File: src/hw/hv_params.svh
// named offsets, field positions, reset values and timing counts
// assumes a 100 MHz system clock and a byte-addressed 32-bit register port
`ifndef HV_PARAMS_SVH
`define HV_PARAMS_SVH
// ----------------------------------------------------------------
// register map
// ----------------------------------------------------------------
`define HV_CMD_OFS 32'hffff_0804
`define HV_DAT_OFS 32'hffff_080c
`define HV_IRQ_STAT_OFS 32'hffff_0810
`define HV_IRQ_CLR_OFS 32'hffff_0814
`define HV_IRQ_EN_OFS 32'hffff_0818
// ----------------------------------------------------------------
// fields and reset values
// ----------------------------------------------------------------
`define HV_CMD_RST 8'h00
`define HV_DAT_RST 12'h000
`define HV_IRQ_RST 2'h0
`define HV_BUSY_BIT 0
`define HV_RXOK_BIT 1
`define HV_TXOK_BIT 2
`define HV_EV_DONE 0
`define HV_EV_FAIL 1
`define HV_TAG_HI 11
`define HV_TAG_LO 8
// ----------------------------------------------------------------
// timing
// ----------------------------------------------------------------
`define HV_SYS_KHZ 100000
`define HV_LINK_KHZ 2560
`define HV_HALF_CYC ((`HV_SYS_KHZ) / (2 * `HV_LINK_KHZ))
`define HV_LATENCY_NS 10000
`define HV_LATENCY_CYC ((`HV_LATENCY_NS) * (`HV_SYS_KHZ) / 1000000)
// ----------------------------------------------------------------
// framing
// ----------------------------------------------------------------
`define HV_TX_BITS 13
`define HV_RX_RD_BITS 9
`define HV_RX_WR_BITS 1
`define HV_START_BIT 1'b1
`endif

File: src/hw/hv_pkg.sv
// types shared by the indirect register interface
// assumes hv_params.svh supplies the numeric constants
package hv_pkg;
  // ----------------------------------------------------------------
  // command codes
  // ----------------------------------------------------------------
  typedef enum logic [7:0] {
    CMD_RD_CFG0 = 8'h00,
    CMD_RD_CFG1 = 8'h01,
    CMD_RD_STAT = 8'h02,
    CMD_RD_MON = 8'h03,
    CMD_WR_CFG0 = 8'h08,
    CMD_WR_CFG1 = 8'h09
  } cmd_e;
  typedef enum logic [1:0] {
    ST_IDLE = 2'b00,
    ST_XFER = 2'b01,
    ST_DONE = 2'b11
  } phase_e;
  typedef struct packed {
    logic [31:0] addr;
    logic [31:0] wdata;
    logic wr;
    logic rd;
  } bus_req_s;
  typedef struct packed {
    logic sclk;
    logic sdat_out;
    logic sdat_oe_n;
  } link_out_s;
endpackage : hv_pkg

File: src/hw/hv_indirect_register_interface.sv
// command interpreter for four indirect registers on a companion die
// assumes a single 100 MHz clock; the far end follows the serial framing below
//
// Overview of operation
// - a command byte requests read or write of one of four 8-bit registers
// - 0x00 and 0x01 fetch configuration registers zero and one
// - 0x02 fetches the status register, 0x03 the monitor register
// - 0x08 and 0x09 write the data value to configuration zero and one
// - transfers run over one data line and one clock at 2.56 MHz (the divider gives 100 MHz / 38, about 2.63 MHz)
// - commands and data reach the far registers within 10 us
// - read values land in the data register within 10 us
// - command register bit 0 reads 1 while a command is in progress
// - bit 2 reports send outcome, 1 success, 0 failure
// - bit 1 reports read outcome, 1 success, 0 failure
// - outcome flags are valid only while busy is 0
// - command register resets to 0x00, bits 7 to 3 reserved
// - data register is 12 bits for sent and returned values
// - data bits 11:8 read-only command tag, bits 7:0 the value
//
// Added by the designer: the address-and-strobe port.
`include "hv_params.svh"

module hv_indirect_register_interface
  import hv_pkg::*;
(
  input wire logic clk_sys,
  input wire logic rstn,
  input wire bus_req_s bus_req,
  output logic [31:0] rdata,
  output link_out_s link_out,
  input wire logic sdat_in,
  output logic irq
);
  localparam int HALF_CYC = `HV_HALF_CYC;
  localparam int LAT_CYC = `HV_LATENCY_CYC;
  localparam int TX_BITS = `HV_TX_BITS;

  phase_e state_reg;
  logic [4:0] div_reg;
  logic [4:0] bit_reg;
  logic [4:0] nbits_reg;
  logic sclk_reg;
  logic [12:0] tx_reg;
  logic [8:0] rx_reg;
  logic is_read_reg;
  logic [3:0] cmd_reg;
  logic [7:0] val_reg;
  logic [3:0] tag_reg;
  logic tx_ok_reg;
  logic rx_ok_reg;
  logic [1:0] stat_reg;
  logic [1:0] en_reg;
  logic [31:0] rdata_reg;
  logic sync1_reg;
  logic sync2_reg;
  logic tick;
  logic cmd_wr;
  logic cmd_valid;
  logic cmd_is_read;
  logic busy;
  logic ack;
  logic [1:0] ev;
  logic [10:0] lat_reg;

  // ----------------------------------------------------------------
  // command decode
  // ----------------------------------------------------------------
  assign busy = (state_reg != ST_IDLE);
  assign cmd_wr = bus_req.wr && (bus_req.addr == `HV_CMD_OFS);
  always_comb begin
    cmd_valid = 1'b1;
    cmd_is_read = 1'b0;
    case (cmd_e'(bus_req.wdata[7:0]))
      CMD_RD_CFG0, CMD_RD_CFG1, CMD_RD_STAT, CMD_RD_MON: cmd_is_read = 1'b1;
      CMD_WR_CFG0, CMD_WR_CFG1: cmd_is_read = 1'b0;
      default: cmd_valid = 1'b0;
    endcase
  end
  assign ack = rx_reg[0];
  assign tick = (div_reg == 5'(HALF_CYC - 1));

  // ----------------------------------------------------------------
  // input synchroniser
  // ----------------------------------------------------------------
  always_ff @(posedge clk_sys) begin
    if (!rstn) begin
      sync1_reg <= 1'b0;
      sync2_reg <= 1'b0;
    end else begin
      sync1_reg <= sdat_in;
      sync2_reg <= sync1_reg;
    end
  end

  // ----------------------------------------------------------------
  // serial clock divider
  // ----------------------------------------------------------------
  // half period count
  always_ff @(posedge clk_sys) begin
    if (!rstn || state_reg != ST_XFER || tick) begin
      div_reg <= 5'h0_0;
    end else begin
      div_reg <= div_reg + 5'h0_1;
    end
  end

  // ----------------------------------------------------------------
  // transfer sequencer
  // ----------------------------------------------------------------
  always_ff @(posedge clk_sys) begin
    if (!rstn) begin
      state_reg <= ST_IDLE;
      sclk_reg <= 1'b0;
      bit_reg <= 5'h0_0;
      nbits_reg <= 5'h0_0;
      tx_reg <= 13'h0_000;
      rx_reg <= 9'h0_00;
      is_read_reg <= 1'b0;
      cmd_reg <= 4'h0;
    end else begin
      case (state_reg)
        ST_IDLE: begin
          sclk_reg <= 1'b0;
          // reserved codes and busy writes ignored
          if (cmd_wr && cmd_valid) begin
            state_reg <= ST_XFER;
            bit_reg <= 5'h0_0;
            is_read_reg <= cmd_is_read;
            cmd_reg <= bus_req.wdata[3:0];
            nbits_reg <= 5'(TX_BITS + (cmd_is_read ? `HV_RX_RD_BITS : `HV_RX_WR_BITS));
            tx_reg <= {`HV_START_BIT, bus_req.wdata[3:0], cmd_is_read ? 8'h0_0 : val_reg};
            rx_reg <= 9'h0_00;
          end
        end
        ST_XFER: begin
          if (tick) begin
            sclk_reg <= !sclk_reg;
            if (!sclk_reg) begin
              // reply bits sampled on rising clock
              if (bit_reg >= 5'(TX_BITS)) begin
                rx_reg <= {rx_reg[7:0], sync2_reg};
              end
            end else begin
              tx_reg <= {tx_reg[11:0], 1'b0};
              bit_reg <= bit_reg + 5'h0_1;
              if (bit_reg == nbits_reg - 5'h0_1) begin
                state_reg <= ST_DONE;
              end
            end
          end
        end
        ST_DONE: state_reg <= ST_IDLE;
        default: state_reg <= ST_IDLE;
      endcase
    end
  end

  // ----------------------------------------------------------------
  // data register and outcome flags
  // ----------------------------------------------------------------
  always_ff @(posedge clk_sys) begin
    if (!rstn) begin
      val_reg <= 8'(`HV_DAT_RST);
      tag_reg <= 4'(`HV_DAT_RST >> `HV_TAG_LO);
    end else if (state_reg == ST_DONE) begin
      // returned byte and its command tag
      tag_reg <= cmd_reg;
      if (is_read_reg && ack) begin
        val_reg <= rx_reg[8:1];
      end
    end else if (!busy && bus_req.wr && bus_req.addr == `HV_DAT_OFS) begin
      val_reg <= bus_req.wdata[7:0];
    end
  end

  always_ff @(posedge clk_sys) begin
    if (!rstn) begin
      tx_ok_reg <= 1'b0;
      rx_ok_reg <= 1'b0;
    end else if (state_reg == ST_DONE) begin
      tx_ok_reg <= ack;
      rx_ok_reg <= ack && is_read_reg;
    end
  end

  // ----------------------------------------------------------------
  // interrupt status
  // ----------------------------------------------------------------
  assign ev[`HV_EV_DONE] = (state_reg == ST_DONE);
  assign ev[`HV_EV_FAIL] = (state_reg == ST_DONE) && !ack;
  always_ff @(posedge clk_sys) begin
    if (!rstn) begin
      stat_reg <= `HV_IRQ_RST;
      en_reg <= `HV_IRQ_RST;
    end else begin
      if (bus_req.wr && bus_req.addr == `HV_IRQ_CLR_OFS) begin
        stat_reg <= (stat_reg & ~bus_req.wdata[1:0]) | ev;
      end else begin
        stat_reg <= stat_reg | ev;
      end
      if (bus_req.wr && bus_req.addr == `HV_IRQ_EN_OFS) begin
        en_reg <= bus_req.wdata[1:0];
      end
    end
  end
  assign irq = |(stat_reg & en_reg);

  // ----------------------------------------------------------------
  // read port
  // ----------------------------------------------------------------
  always_ff @(posedge clk_sys) begin
    if (!rstn || !bus_req.rd) begin
      rdata_reg <= 32'h0000_0000;
    end else begin
      case (bus_req.addr)
        `HV_CMD_OFS: rdata_reg <= 32'({tx_ok_reg, rx_ok_reg, busy});
        `HV_DAT_OFS: rdata_reg <= 32'({tag_reg, val_reg});
        `HV_IRQ_STAT_OFS: rdata_reg <= 32'(stat_reg);
        `HV_IRQ_EN_OFS: rdata_reg <= 32'(en_reg);
        default: rdata_reg <= 32'h0000_0000;
      endcase
    end
  end
  assign rdata = rdata_reg;

  // ----------------------------------------------------------------
  // link pins
  // ----------------------------------------------------------------
  always_comb begin
    link_out.sclk = sclk_reg;
    link_out.sdat_out = tx_reg[12];
    link_out.sdat_oe_n = !(state_reg == ST_XFER && bit_reg < 5'(TX_BITS));
  end

  // ----------------------------------------------------------------
  // checks
  // ----------------------------------------------------------------
  always_ff @(posedge clk_sys) begin
    if (!rstn || !busy) begin
      lat_reg <= 11'h000;
    end else begin
      lat_reg <= lat_reg + 11'h001;
    end
  end

  a_busy_after_cmd : assert property (@(posedge clk_sys) disable iff (!rstn)
    (!busy && cmd_wr && cmd_valid) |=> busy)
    else $error("busy not raised after command");
  a_latency_bound : assert property (@(posedge clk_sys) disable iff (!rstn)
    busy |-> (lat_reg < 11'(LAT_CYC)))
    else $error("transfer exceeds latency bound");
  a_read_lands : assert property (@(posedge clk_sys) disable iff (!rstn)
    (state_reg == ST_DONE && is_read_reg && ack) |=> (val_reg == $past(rx_reg[8:1])))
    else $error("read value not stored");
  a_fail_clears : assert property (@(posedge clk_sys) disable iff (!rstn)
    (state_reg == ST_DONE && !ack) |=> (!tx_ok_reg && !rx_ok_reg))
    else $error("failure left flag set");
  a_tag_stable : assert property (@(posedge clk_sys) disable iff (!rstn)
    (state_reg == ST_XFER) |=> $stable(tag_reg))
    else $error("tag changed mid transfer");
  a_sclk_half : assert property (@(posedge clk_sys) disable iff (!rstn)
    $rose(sclk_reg) |=> sclk_reg [*8])
    else $error("serial clock high too short");
  a_idle_released : assert property (@(posedge clk_sys) disable iff (!rstn)
    (state_reg == ST_IDLE) |-> (link_out.sdat_oe_n && !link_out.sclk))
    else $error("link driven while idle");
  a_status_read : assert property (@(posedge clk_sys) disable iff (!rstn)
    (bus_req.rd && bus_req.addr == `HV_CMD_OFS) |=> (rdata[31:3] == 29'h0 && rdata[0] == $past(busy)))
    else $error("command register read wrong");
  a_flags_written : assert property (@(posedge clk_sys) disable iff (!rstn)
    (state_reg == ST_DONE) |=> (tx_ok_reg == $past(ack)))
    else $error("send flag not updated");

  a_busy_drops : assert property (@(posedge clk_sys) disable iff (!rstn)
    (state_reg == ST_DONE) |=> !busy)
    else $error("busy not cleared after completion");
  a_frame_start : assert property (@(posedge clk_sys) disable iff (!rstn)
    (!busy && cmd_wr && cmd_valid) |=> (!link_out.sdat_oe_n && link_out.sdat_out))
    else $error("frame did not open with start bit");
  a_rx_flag_write : assert property (@(posedge clk_sys) disable iff (!rstn)
    (state_reg == ST_DONE && !is_read_reg) |=> !rx_ok_reg)
    else $error("read flag set by write command");
  a_rx_flag_ack : assert property (@(posedge clk_sys) disable iff (!rstn)
    (state_reg == ST_DONE && is_read_reg) |=> (rx_ok_reg == $past(ack)))
    else $error("read flag does not follow reply");
  a_tag_update : assert property (@(posedge clk_sys) disable iff (!rstn)
    (state_reg == ST_DONE) |=> (tag_reg == $past(cmd_reg)))
    else $error("tag not taken from command");
  a_data_held : assert property (@(posedge clk_sys) disable iff (!rstn)
    (state_reg == ST_XFER) |=> $stable(val_reg))
    else $error("data changed mid transfer");
  a_sclk_low : assert property (@(posedge clk_sys) disable iff (!rstn)
    $fell(sclk_reg) |=> !sclk_reg [*8])
    else $error("serial clock low too short");
  a_reply_released : assert property (@(posedge clk_sys) disable iff (!rstn)
    (state_reg == ST_XFER && bit_reg >= 5'(TX_BITS)) |-> link_out.sdat_oe_n)
    else $error("data line driven during reply");
endmodule : hv_indirect_register_interface

File: config.mk
export PLATFORM = sky130hd
export DESIGN_NAME = hv_indirect_register_interface
export DESIGN_NICKNAME = d
export VERILOG_FILES = /design/src/hw/hv_pkg.sv /design/src/hw/hv_indirect_register_interface.sv
export VERILOG_INCLUDE_DIRS = /design/src /design/src/hw
export SDC_FILE = /design/constraint.sdc
export NUM_CORES = 1
export LEC_CHECK = 0
export ABC_AREA = 1
export CORE_UTILIZATION = 60
export CTS_CLUSTER_SIZE = 40
export DETAILED_ROUTE_END_ITERATION = 10
export DONT_BUFFER_PORTS = 1
export PLACE_DENSITY = 0.76
export SLEW_MARGIN = 15
export SYNTH_ARGS = -nofsm -noshare
export SYNTH_HDL_FRONTEND = slang
export SYNTH_SLANG_ARGS = --single-unit
File: constraint.sdc
create_clock -name clk_sys -period 2.79 [get_ports clk_sys]
set_clock_uncertainty 0.2 [all_clocks]
set_input_delay 0.1395 -clock clk_sys [delete_from_list [all_inputs] [get_ports clk_sys]]
set_output_delay 0.1395 -clock clk_sys [all_outputs]
set_load 0.005 [all_outputs]
## Word level (Yosys, flattened, before mapping)

Cells that the tools add are included.

- Output and inout bits: 36
- Word-level logic and storage cells: 112
- Flip-flop bits (word level): 97
- Input port bits: 69

- Multiplexer cells: 29
- Equal/unequal tests: 22
- Reduce and logical (&&, ||, !) cells: 32
- Bitwise operators: 5
- Add/sub/neg operators: 4
- $lt $le $gt $ge: 2

Operator list:

| cell | number |
|---|---|
| $eq 32x32->1 const B | 5 |
| $pmux 12 s4 | 1 |
| $mux 13 | 3 |
| $mux 9 | 4 |
| $mux 8 | 4 |
| $pmux 13 s2 | 1 |
| $pmux 9 s2 | 1 |
| $eq 8x2->1 const B | 2 |
| $eq 8x4->1 const B | 2 |
| $mux 5 | 3 |
| $ne 2x2->1 const B | 6 |
| $add 5x1->5 const B | 2 |
| $mux 2 | 5 |
| $pmux 5 s2 | 1 |
| $logic_and 1x1->1 | 9 |
| $eq 8x1->1 const B | 1 |
| $logic_not 8->1 | 1 |
| $reduce_and 4->1 | 2 |
| $logic_not 1->1 | 6 |
| $reduce_and 2->1 | 3 |
| $reduce_bool 2->1 | 3 |
| $reduce_or 6->1 | 1 |
| $add 4x4->5 const A | 1 |
| $eq 5x5->1 | 1 |
| 19 further kinds | 26 |

## Longest topological paths before layout

Gate-level depths: netlist of the first run.

- Depth in word-level cells: 6
- Gate-level depth with buffers: 11
- Depth with buffers taken out: 10

## Least setup slack after synthesis of the first run

OpenSTA, ideal clock, no wires.

- Kind: reg-to-reg
- Start point: register div_reg[0]
- End point: register rx_reg[8]
- Data required time: 2.475 ns
- Stages on the path, launching flop included: 11
- Slack: 1.112 ns
- Path buffers: 1
- Library setup time: 0.115 ns
- Data arrival time: 1.364 ns
- Clock period less this slack: 1.678 ns
- Cells stage by stage: dfxtp_1 -> inv_1 -> ha_1 -> nand3_1 -> nand2_1 -> o211ai_1 -> nor2_4 -> buf_2 -> nand3_1 -> nand2_1 -> nor2_1

- Longest elaborated chain between the ends: 3

RTL lines:

| element | RTL line | RTL |
|---|---|---|
| from (decl) | hv_indirect_register_interface.sv:39 | `logic [4:0] div_reg;` |
| from (signal assigned) | hv_indirect_register_interface.sv:103 | `div_reg <= div_reg + 5'h0_1;` |
| $eq 5x5->1 | hv_indirect_register_interface.sv:80 | `assign tick = (div_reg == 5'(HALF_CYC - 1));` |
| $ne 2x2->1 (no line) | n/a |  |
| $reduce_and 5->1 (no line) | n/a |  |
| to (signal assigned) | hv_indirect_register_interface.sv:141 | `rx_reg <= {rx_reg[7:0], sync2_reg};` |
| to (decl) | hv_indirect_register_interface.sv:44 | `logic [8:0] rx_reg;` |

No other way between the ends.
A chain may end at the register's enable or synchronous reset.

## Worst setup path after layout of the first run

- Start point: input bus_req[50] (netlist name)
- End point: register stat_reg[0]

- Longest elaborated chain between the ends: 3

RTL lines:

| element | RTL line | RTL |
|---|---|---|
| from (decl) | hv_indirect_register_interface.sv:28 | `input wire bus_req_s bus_req,` |
| $eq 32x32->1 (no line) | n/a |  |
| $logic_and 1x1->1 (no line) | n/a |  |
| $mux 2 | hv_indirect_register_interface.sv:196 | `` if (bus_req.wr && bus_req.addr == `HV_IRQ_CLR_OFS) begin `` |
| to (signal assigned) | hv_indirect_register_interface.sv:193 | `` stat_reg <= `HV_IRQ_RST; `` |
| to (signal assigned) | hv_indirect_register_interface.sv:197 | `stat_reg <= (stat_reg & ~bus_req.wdata[1:0]) \| ev;` |
| to (signal assigned) | hv_indirect_register_interface.sv:199 | `stat_reg <= stat_reg \| ev;` |
| to (decl) | hv_indirect_register_interface.sv:51 | `logic [1:0] stat_reg;` |

No other way between the ends.

==> flow_summary.yaml, run 1 <==
floorplan:
  die_x_um: 81.90
  core_area_um2: 6026
  dieHeight_um: 81.90
  io_pins: 105
  initial_core_util_pct: 63.56
  dieArea_um2: 6707
  std_cell_rows: 28
timing:
  finalHoldViolCount: 0
  rsz0062_at_grt: "no"
  setup_viol: 0
  fin_hold_ws_ps: 23.63
  slew_headroom_pct: 55.60
  fin_crit_sh_pct: 78.83
  tightest_slew_ps: 665.2
  fmax_mhz: 454.7
  finalSetupTns_ps: 0
  slew_violations: 0
  period_minus_slack_ps: 2199
synthesis:
  synth-seq-area-share_pct: 38.68
  ys_ff_latch: 74
  synth_cell_types: 32
  ys_warn_count: 0
  synth_top_family_by_area: "simple AND/OR/NAND/NOR gates"
  synth_edf_count: 0
  synthAdderAreaFrac_pct: 1.633
  synthSimpleGateAreaFrac_pct: 33.88
  synth_top_area_share_pct: 38.68
  ys.flop_type: "dfxtp_1"
  synth_area_um2: 3830
  synth.most_common_cell: "nand2_1"
  synthTopCellsByCount: "nand2_1 (131), nor2_1 (81), dfxtp_1 (74), inv_1 (57), nand3_1 (53)"
  ys_async_sr_fraction_pct: 0
  synthMuxAreaShare_pct: 0
  yosys.area.top_type: "dfxtp_1"
  synthCells: 575
  synth_area_leaders: "dfxtp_1 (39%), nand2_1 (13%), nor2_1 (7.9%)"
  synth_compound_area_share_pct: 11.83
  syn_avg_cell_area_um2: 6.661
  synth-xor-area-share_pct: 0.9147
grt:
  grt_pass1_wl_um: 13970
  gr-total-overflow: 0
  grt_pass1_vias: 3228
  antenna_found_initial: 0
  grt_max_degree: 38
  track_usage_pct: 27.11
placed_design:
  gp_congestion: 0.8185
  hpwl_um: 5598
  port_buffers: 0
drt:
  drc: 0
  viasPerCell: 5.415
  drtAntennaViolNets: 0
  drt_first_pass_iters: 4
  drt_iter0_drc: 246
  wire_per_inst_um: 12.62
  routed_wl_um: 8395
  num_vias: 3601
clocking:
  clockRootBuffer: "clkbuf_8"
  numCtsBuffers: 9
  cts_tree: "done"
  cts_max_path_buffers: 2
  clkTransAtPathRegs_ps: 90
  cts.htree.levels: 3
  cts.sinks: 74
  worstSkewPairLatency_ps: 360
power_and_ir_drop:
  p_per_area_nw_per_um2: 483.0
  vdd_ir_drop_max_mv: 0.3949
  leakage_nw: 1.737
critical_path:
  cp_slowest_stage_delay_ps: 570
  crit_chain: "dlygate4sd3_1, nand4_1, dlygate4sd3_1, nor3_2, nand4_1, nand2_1, dlygate4sd3_1, inv_1"
  crit_buf_inv: 4
  crit_fanout: 2
  cp.required_ps: 2850
  slowest_stage: "dlygate4sd3_1"
  worstSetupPathType: "in -> reg"
  crit_family: "buffers and inverters"
  critical_path.most_common_cell: "dlygate4sd3_1"
  worstPathArrival_ps: 2260
  end_kind: "register"
  crit_path_start_kind: "primary input"
cells_and_area:
  antenna_cells: 0
  post_route_cells_drive_above_1_share_pct: 6.441
  largest_reg_flops: 13
  fin_nets: 659
  areaGrowthSynthToFinish_pct: 9.245
min_path:
  hold_class: "in -> reg"
outcome:
  outcome: "finished, final reports clean"
flow_run:
  drv_cap: 0
-- worst paths after layout --
path	from	to	slack (ps)	cells past startpoint
worst max-delay path	bus_req[50]	stat_reg[0]$_SDFF_PN0_	590	8
worst min-delay path	bus_req[0]	rdata[3]$_SDFF_PP0_	20	4
worst max register to register	state_reg[1]$_SDFFE_PN0P_	stat_reg[0]$_SDFF_PN0_	660	8
worst min register to register	cmd_reg[2]$_SDFFE_PN0P_	cmd_reg[2]$_SDFFE_PN0P_	240	2
-- worst reg2reg max path: stages (launching register included) --
cell	delay, ps
dfxtp_1	490
nand2_2	200
inv_1	110
buf_4	250
nor2_1	70
nand4_1	100
nand2_1	70
dlygate4sd3_1	560
inv_1	50
-- what timing repair did --
item | CTS | global route
endpoints found under the hold margin | 51 | 0
buffers inserted | 0 | 0
setup endpoints to repair | 0 | 1
hold buffers | 21 | 0
resized for setup | 0 | 1
-- layer usage --
metal / wire, um / GRT usage [%]
met2: 3989 / 46.61
met3: 461 / 6.222
met5: 0 / 0
met1: 3789 / 32.15
met4: 155 / 11.40
-- cell usage in the layout (no fill, tap or decap), types with 2 or more instances in the layout --
master / Yosys / layout
nand2_1: 131 / 131
nor2_1: 81 / 81
dfxtp_1: 74 / 74
inv_1: 57 / 57
nand3_1: 53 / 53
a21oi_1: 51 / 51
o21ai_0: 23 / 23
conb_1: 1 / 20
dlygate4sd3_1: 0 / 19
nand4_1: 13 / 13
clkbuf_8: 0 / 9
nor3_1: 8 / 7
a22oi_1: 7 / 7
ha_1: 5 / 5
buf_4: 24 / 5
xor2_1: 4 / 4
nand2_2: 3 / 3
inv_6: 0 / 3
inv_2: 2 / 2
nor2_4: 2 / 2
nand3_2: 2 / 2
or2_2: 2 / 2
nor2_2: 2 / 2
-- logic make-up after synthesis --
logic type / Yosys count
AND/OR/NAND/NOR: 301
buffers and inverters: 105
AO/OA/AOI/OAI: 85
flip-flops: 74
adder cells (fa/ha/maj): 5
XOR/XNOR: 4
other: 1
-- where the power goes --
part           leakage, nW  switching [W]  internal (W)
logic                 1.04      0.0000546     0.0000354
registers            0.596    0.000000327       0.00106
clock network        0.103       0.000444      0.000430
total                 1.74       0.000499       0.00152
-- cell type report --
type | instances | area (um^2)
inverters | 60 | 225.2
clock buffers | 9 | 123.9
multi-input cells | 415 | 1928
well taps | 75 | 93.84
clock inverters | 7 | 83.83
flip-flops and latches | 74 | 1481
repair buffers | 25 | 247.7
fillers | 538 | 1842
-- through the flow --
| stage | power (W) | cells | util [%] | setup slack [ps] | instance area, um^2 |
|---|---|---|---|---|---|
| 2_1_floorplan | 0.001154 | 594 | - | 1112 | 3901 |
| 6_report | 0.002021 | 665 | 69.44 | 590.7 | 4184 |
| 5_1_grt | 0.002084 | 665 | 69.44 | 435.4 | 4184 |
| 3_5_place_dp | 0.001137 | 629 | 62.42 | 824.1 | 3761 |
| 3_3_place_gp | 0.001135 | 629 | 62.42 | 882.7 | 3761 |
| 4_1_cts | 0.002029 | 666 | 69.52 | 27.07 | 4189 |
No activity file was read; power rests on OpenSTA's default activity.
==> run 2, diff against run 1 <==
- ABC_AREA: 1 -> 0
- clock period: 2.79 -> 2.1 ns (I/O delays scaled with it)
==> run 2 against run 1 <==
Die area shrank 4.0%. Critical path depth shrank 1. Sequential share of layout area shrank 1.3 points. Wire length grew 10%. First-iteration DRC count grew 2.4%. Non-clock buffer count grew 28. Clock power grew 49%. Cell area grew 3.7%.
==> flow_summary.yaml, run 2 <==
synthesis:
  ys_async_sr_fraction_pct: 0
  synth_edf_count: 0
  ys.flop_type: "dfxtp_1"
  synth_area_leaders: "dfxtp_1 (40%), buf_4 (4.5%), nand2_1 (3.7%)"
  ys_ff_latch: 74
  synth_cell_types: 64
  syn_avg_cell_area_um2: 9.210
  synth.most_common_cell: "dfxtp_1"
  synth_top_area_share_pct: 40.31
  synthTopCellsByCount: "dfxtp_1 (74), nand2_1 (36), buf_4 (22), nor2_1 (20)"
  yosys.area.top_type: "dfxtp_1"
  synth-seq-area-share_pct: 40.31
  synth_area_um2: 3675
  synthCells: 399
  ys_warn_count: 0
floorplan:
  initial_core_util_pct: 62.07
  std_cell_rows: 28
  dieHeight_um: 80.26
  io_pins: 105
  core_area_um2: 5921
  dieArea_um2: 6442
  die_x_um: 80.26
placed_design:
  gp_congestion: 0.9242
  dp_cells: 481
  hpwl_um: 6160
  port_buffers: 0
timing:
  setup_viol: 0
  fmax_mhz: 498.1
  finalHoldViolCount: 0
  slew_violations: 0
  finalSetupTns_ps: 0
  fin_crit_sh_pct: 95.61
  period_minus_slack_ps: 2008
critical_path:
  cp_slowest_stage_delay_ps: 390
  crit_fanout: 9
  cp.required_ps: 2180
  crit_family: "compound AO/OA/AOI/OAI gates"
  r2r_slack_ps: 90
  crit_path_start_kind: "register"
  worstPathArrival_ps: 2090
  slowest_stage: "dfxtp_1"
  worstSetupPathType: "reg -> reg"
  end_kind: "register"
  crit_buf_inv: 1
  crit_chain: "ha_1, o311ai_2, a221o_1, nor4_4, buf_4, a32oi_1, o21ai_1"
drt:
  routed_wl_um: 9269
  met3WireLength_um: 553
  viasPerCell: 6.247
  num_vias: 3236
  wire_per_inst_um: 17.89
  route.layer.met1.wl_um: 3887
  met2_length_um: 4629
  drc: 0
  highest_layer: "met4"
  drt_first_pass_iters: 7
  drt_iter0_drc: 252
  drtAntennaViolNets: 0
cells_and_area:
  largest_reg_flops: 13
  final_cell_mix: "dfxtp_1 (74), nand2_1 (36), buf_4 (30)"
  fin_util_pct: 73.29
  layout.cells.non_filler: 518
  final_common_cell: "dfxtp_1"
  areaGrowthSynthToFinish_pct: 18.08
  fill_cells: 456
  antenna_cells: 0
  fin_nets: 512
  post_route_cells_drive_above_1_share_pct: 18.51
clocking:
  numCtsBuffers: 9
  cts_max_path_buffers: 2
  clockRootBuffer: "clkbuf_8"
  worstSkewPairLatency_ps: 350
  clkTransAtPathRegs_ps: 80
  cts.sinks: 74
  cts_tree: "done"
  cts.htree.levels: 3
power_and_ir_drop:
  p_comb_share_pct: 4.0
  power_frac_seq_pct: 49.9
  p_sw_w: 0.0005990
  totalPowerFinal_w: 0.002815
  p_int_w: 0.002216
  p_per_area_nw_per_um2: 648.7
  swShare_pct: 21.28
  vdd_ir_drop_max_mv: 0.4511
  clkPwrFrac_pct: 46.2
  leakage_nw: 1.675
outcome:
  outcome: "finished, final reports clean"
grt:
  grt_pass1_wl_um: 14910
  antenna_found_initial: 0
  grt_pass1_vias: 3004
  track_usage_pct: 30.85
  grt_max_degree: 47
  gr-total-overflow: 0
min_path:
  hold_class: "in -> reg"
flow_run:
  drv_cap: 0
## run 2: cell count changes after synthesis, moves of 10 or more
cell	change
inv_1	-48
nand2_1	-95
o21ai_0	-12
and2_1	+12
a21oi_1	-39
nand3_1	-36
mux2i_1	+13
nor2_1	-61
a211oi_2	+10
## run 2: per-layer routing
metal | up-vias | global-route usage (%)
met5 | - | 0
met4 | 0 | 11.61
met3 | 23 | 6.364
met2 | 150 | 53.33
met1 | 1540 | 37.46
li1 | 1523 | -
## run 2: path summary, 6_finish.rpt
check | startpoint | end | depth (start not counted)
min reg2reg | sync1_reg$_SDFF_PN0_ | sync2_reg$_SDFF_PN0_ | 1
max reg2reg | bit_reg[0]$_SDFFE_PN0P_ | rx_reg[1]$_SDFFE_PN0P_ | 7
min | bus_req[36] | rdata[8]$_SDFF_PP0_ | 4
max | bit_reg[0]$_SDFFE_PN0P_ | rx_reg[1]$_SDFFE_PN0P_ | 7
## run 2: stage by stage
stage | setup WS, ps | instance area, um^2 | hold WS [ps]
3_5_place_dp | -135.5 | 3852 | 39.20
6_report | 92.27 | 4339 | 22.67
3_3_place_gp | -126.5 | 3852 | 30.40
2_1_floorplan | -49.09 | 3769 | 32.29
4_1_cts | 96.70 | 4309 | 7.812
5_1_grt | -17.27 | 4339 | 37.38
## run 2: layout make-up
cell class | instances | area, um^2 | area share, %
multi-input combinational | 291 | 2006 | 46.22
sequential | 74 | 1481 | 34.14
timing repair buffer | 53 | 486.7 | 11.22
clock buffer | 12 | 165.2 | 3.806
tap | 75 | 93.84 | 2.163
clock inverter | 4 | 72.57 | 1.672
inverter | 9 | 33.78 | 0.7785
## run 2: cells by family after synthesis
logic type | Yosys count | share of synthesized area (%)
other cells | 1 | 0.1020
buf+inv | 53 | 8.171
mux | 16 | 4.460
compound gates | 92 | 19.88
flops | 74 | 40.31
xor+xnor | 8 | 1.907
simple gates | 150 | 23.46
fa+ha+maj | 5 | 1.702
## run 2: tightest hold or removal path: stages
cell	delay (ps)
nand2_1	80
nor4_2	50
buf_4	150
and2_1	150
## run 2: power by group through the flow
stage                     clock network (W)   logic, W  registers, W
after global placement                    0  0.0000570       0.00144
after global routing                0.00137   0.000123       0.00140
after detailed placement                  0  0.0000586       0.00144
after CTS                           0.00131   0.000109       0.00140
final                               0.00130   0.000111       0.00140
after floorplan                           0  0.0000851       0.00144
## run 2: what timing repair did
item / 4_1_cts / 5_1_grt
pin swaps: 0 / 3
cloned: 0 / 0
resized for setup: 1 / 6
setup endpoints to repair: 9 / 4
hold endpoints to repair: 55 / 0
setup buffers: 0 / 1
hold buffers: 20 / 0
==> run 3, diff against run 2 <==
- CORE_MARGIN: unset -> 4
- CORE_UTILIZATION: 60 -> 55
- PLACE_DENSITY: 0.76 -> 0.7
==> run 3 against run 2 <==
Utilization decreased by 6.7 points. Power shrank 1.2%. Global-route usage decreased by 8.2 points. Die area is 25% higher. Setup slack better by 37 ps. Combinational power barely moved. Hold slack got worse by 3.7 ps. Non-clock buffer count shrank 4. Register-to-register slack better by 40 ps. Largest cell class unchanged. Highest routed layer unchanged.
==> flow_summary.yaml, run 3 (synthesis gave the netlist of run 2 again) <==
placed_design:
  hpwl_um: 6478
  gp_congestion: 0.7887
  placed_cell_area_um2: 3840
  port_buffers: 0
  dp_worst_setup_slack_ps: -149.2
floorplan:
  dieHeight_um: 89.74
  std_cell_rows: 29
  core_area_um2: 6422
  dieArea_um2: 8053
  initial_core_util_pct: 57.22
  die_x_um: 89.74
  io_pins: 105
cells_and_area:
  fin_nets: 508
  areaGrowthSynthToFinish_pct: 16.45
  post_route_cells_drive_above_1_share_pct: 17.31
  final_common_cell: "dfxtp_1"
  antenna_cells: 0
  stdcell_area_um2: 4279
  final_cell_mix: "dfxtp_1 (74), nand2_1 (36), buf_4 (28)"
  largest_reg_flops: 13
  fill_cells: 536
critical_path:
  worstPathArrival_ps: 2050
  end_kind: "register"
  cp.required_ps: 2180
  crit_fanout: 9
  worstSetupPathType: "reg -> reg"
  crit_path_start_kind: "register"
timing:
  setup_viol: 0
  rsz0062_at_grt: "yes"
  slew_violations: 0
  finalHoldViolCount: 0
  finalSetupTns_ps: 0
  fmax_mhz: 507.4
  tightest_slew_ps: 580.5
  layout_setup_ws_ps: 129.0
  fin_hold_ws_ps: 18.97
  period_minus_slack_ps: 1971
  slew_headroom_pct: 61.01
  fin_crit_sh_pct: 93.86
power_and_ir_drop:
  totalPowerFinal_w: 0.002781
  vdd_ir_drop_max_mv: 0.3521
  power_frac_seq_pct: 50.5
  swShare_pct: 21.41
  p_sw_w: 0.0005955
  leakage_nw: 1.643
  clkPwrFrac_pct: 45.5
  p_int_w: 0.002185
  p_comb_share_pct: 4.0
  p_per_area_nw_per_um2: 649.9
min_path:
  hold_class: "in -> reg"
clocking:
  worstSkewPairLatency_ps: 350
  clockRootBuffer: "clkbuf_8"
  cts.sinks: 74
  cts_setup_buffers: 0
  clkTransAtPathRegs_ps: 70
  numCtsBuffers: 9
  cts_max_path_buffers: 2
  cts.htree.levels: 3
  cts_tree: "done"
grt:
  grt_max_degree: 48
  grt_pass1_wl_um: 14840
  gr-total-overflow: 0
  grt_pass1_vias: 2973
  track_usage_pct: 22.64
  antenna_found_initial: 0
drt:
  drt_first_pass_iters: 5
  drt_iter0_drc: 240
  routed_wl_um: 9131
  drtAntennaViolNets: 0
  wire_per_inst_um: 17.70
  drc: 0
  num_vias: 3204
  viasPerCell: 6.209
flow_run:
  drv_cap: 0
outcome:
  outcome: "finished, final reports clean"
-- run 3: cell types whose count changed in the layout (fill, tap and decap cells not counted), sizes merged --
cell and delta:
dlygate4sd3 -1, clkinvlp -1, clkinv +1, buf -3
-- run 3: worst paths after layout --
| path | from | to | slack [ps] | cells past startpoint |
|---|---|---|---|---|
| setup reg to reg | bit_reg[0]$_SDFFE_PN0P_ | rx_reg[4]$_SDFFE_PN0P_ | 130 | 6 |
| hold / removal | bus_req[38] | rdata[2]$_SDFF_PP0_ | 20 | 4 |
| hold reg to reg | sync1_reg$_SDFF_PN0_ | sync2_reg$_SDFF_PN0_ | 240 | 1 |
| setup / recovery | bit_reg[0]$_SDFFE_PN0P_ | rx_reg[4]$_SDFFE_PN0P_ | 130 | 6 |
-- run 3: timing repair --
item                                    4_1_cts  5_1_grt
endpoints found under the setup margin        9       14
hold buffers                                 19        0
pin swaps                                     0        1
resized for setup                             1        2
endpoints found under the hold margin        55        0
-- run 3: final cells by class --
cell class	count	area [um^2]	share of cell area (%)
clock buffers	12	155.1	3.626
clock inverters	4	73.82	1.725
repair buffers	49	450.4	10.53
well taps	77	96.34	2.251
flip-flops and latches	74	1481	34.62
multi-input cells	291	1988	46.46
inverters	9	33.78	0.7895
-- run 3: metal layers --
layer	vias to the layer above	routed length [um]	track usage, %
met3	14	468	4.925
met1	1568	4046	29.02
met5	-	0	0
met4	0	172	8.174
li1	1519	-	-
met2	103	4443	37.59
-- run 3: through the flow --
step	std cells	utilization (%)
after CTS	516	66.61
after detailed placement	481	59.79
after global placement	481	59.79
final	516	66.63
after global routing	516	66.63
after floorplan	418	-
-- run 3: worst max-delay path, stage by stage, from the launching register on --
cell	delay, ps
dfxtp_1	360
ha_1	160
o311ai_1	120
a221o_1	360
nor4_4	450
a32oi_1	130
o21ai_0	110
-- run 3: power by group through the flow --
stage / clock (W) / sequential, W / combinational, W
final: 0.00126 / 0.00140 / 0.000112
after global routing: 0.00135 / 0.00140 / 0.000121
after CTS: 0.00128 / 0.00140 / 0.000110
after detailed placement: 0 / 0.00144 / 0.0000589
after global placement: 0 / 0.00144 / 0.0000584
after floorplan: 0 / 0.00144 / 0.0000851
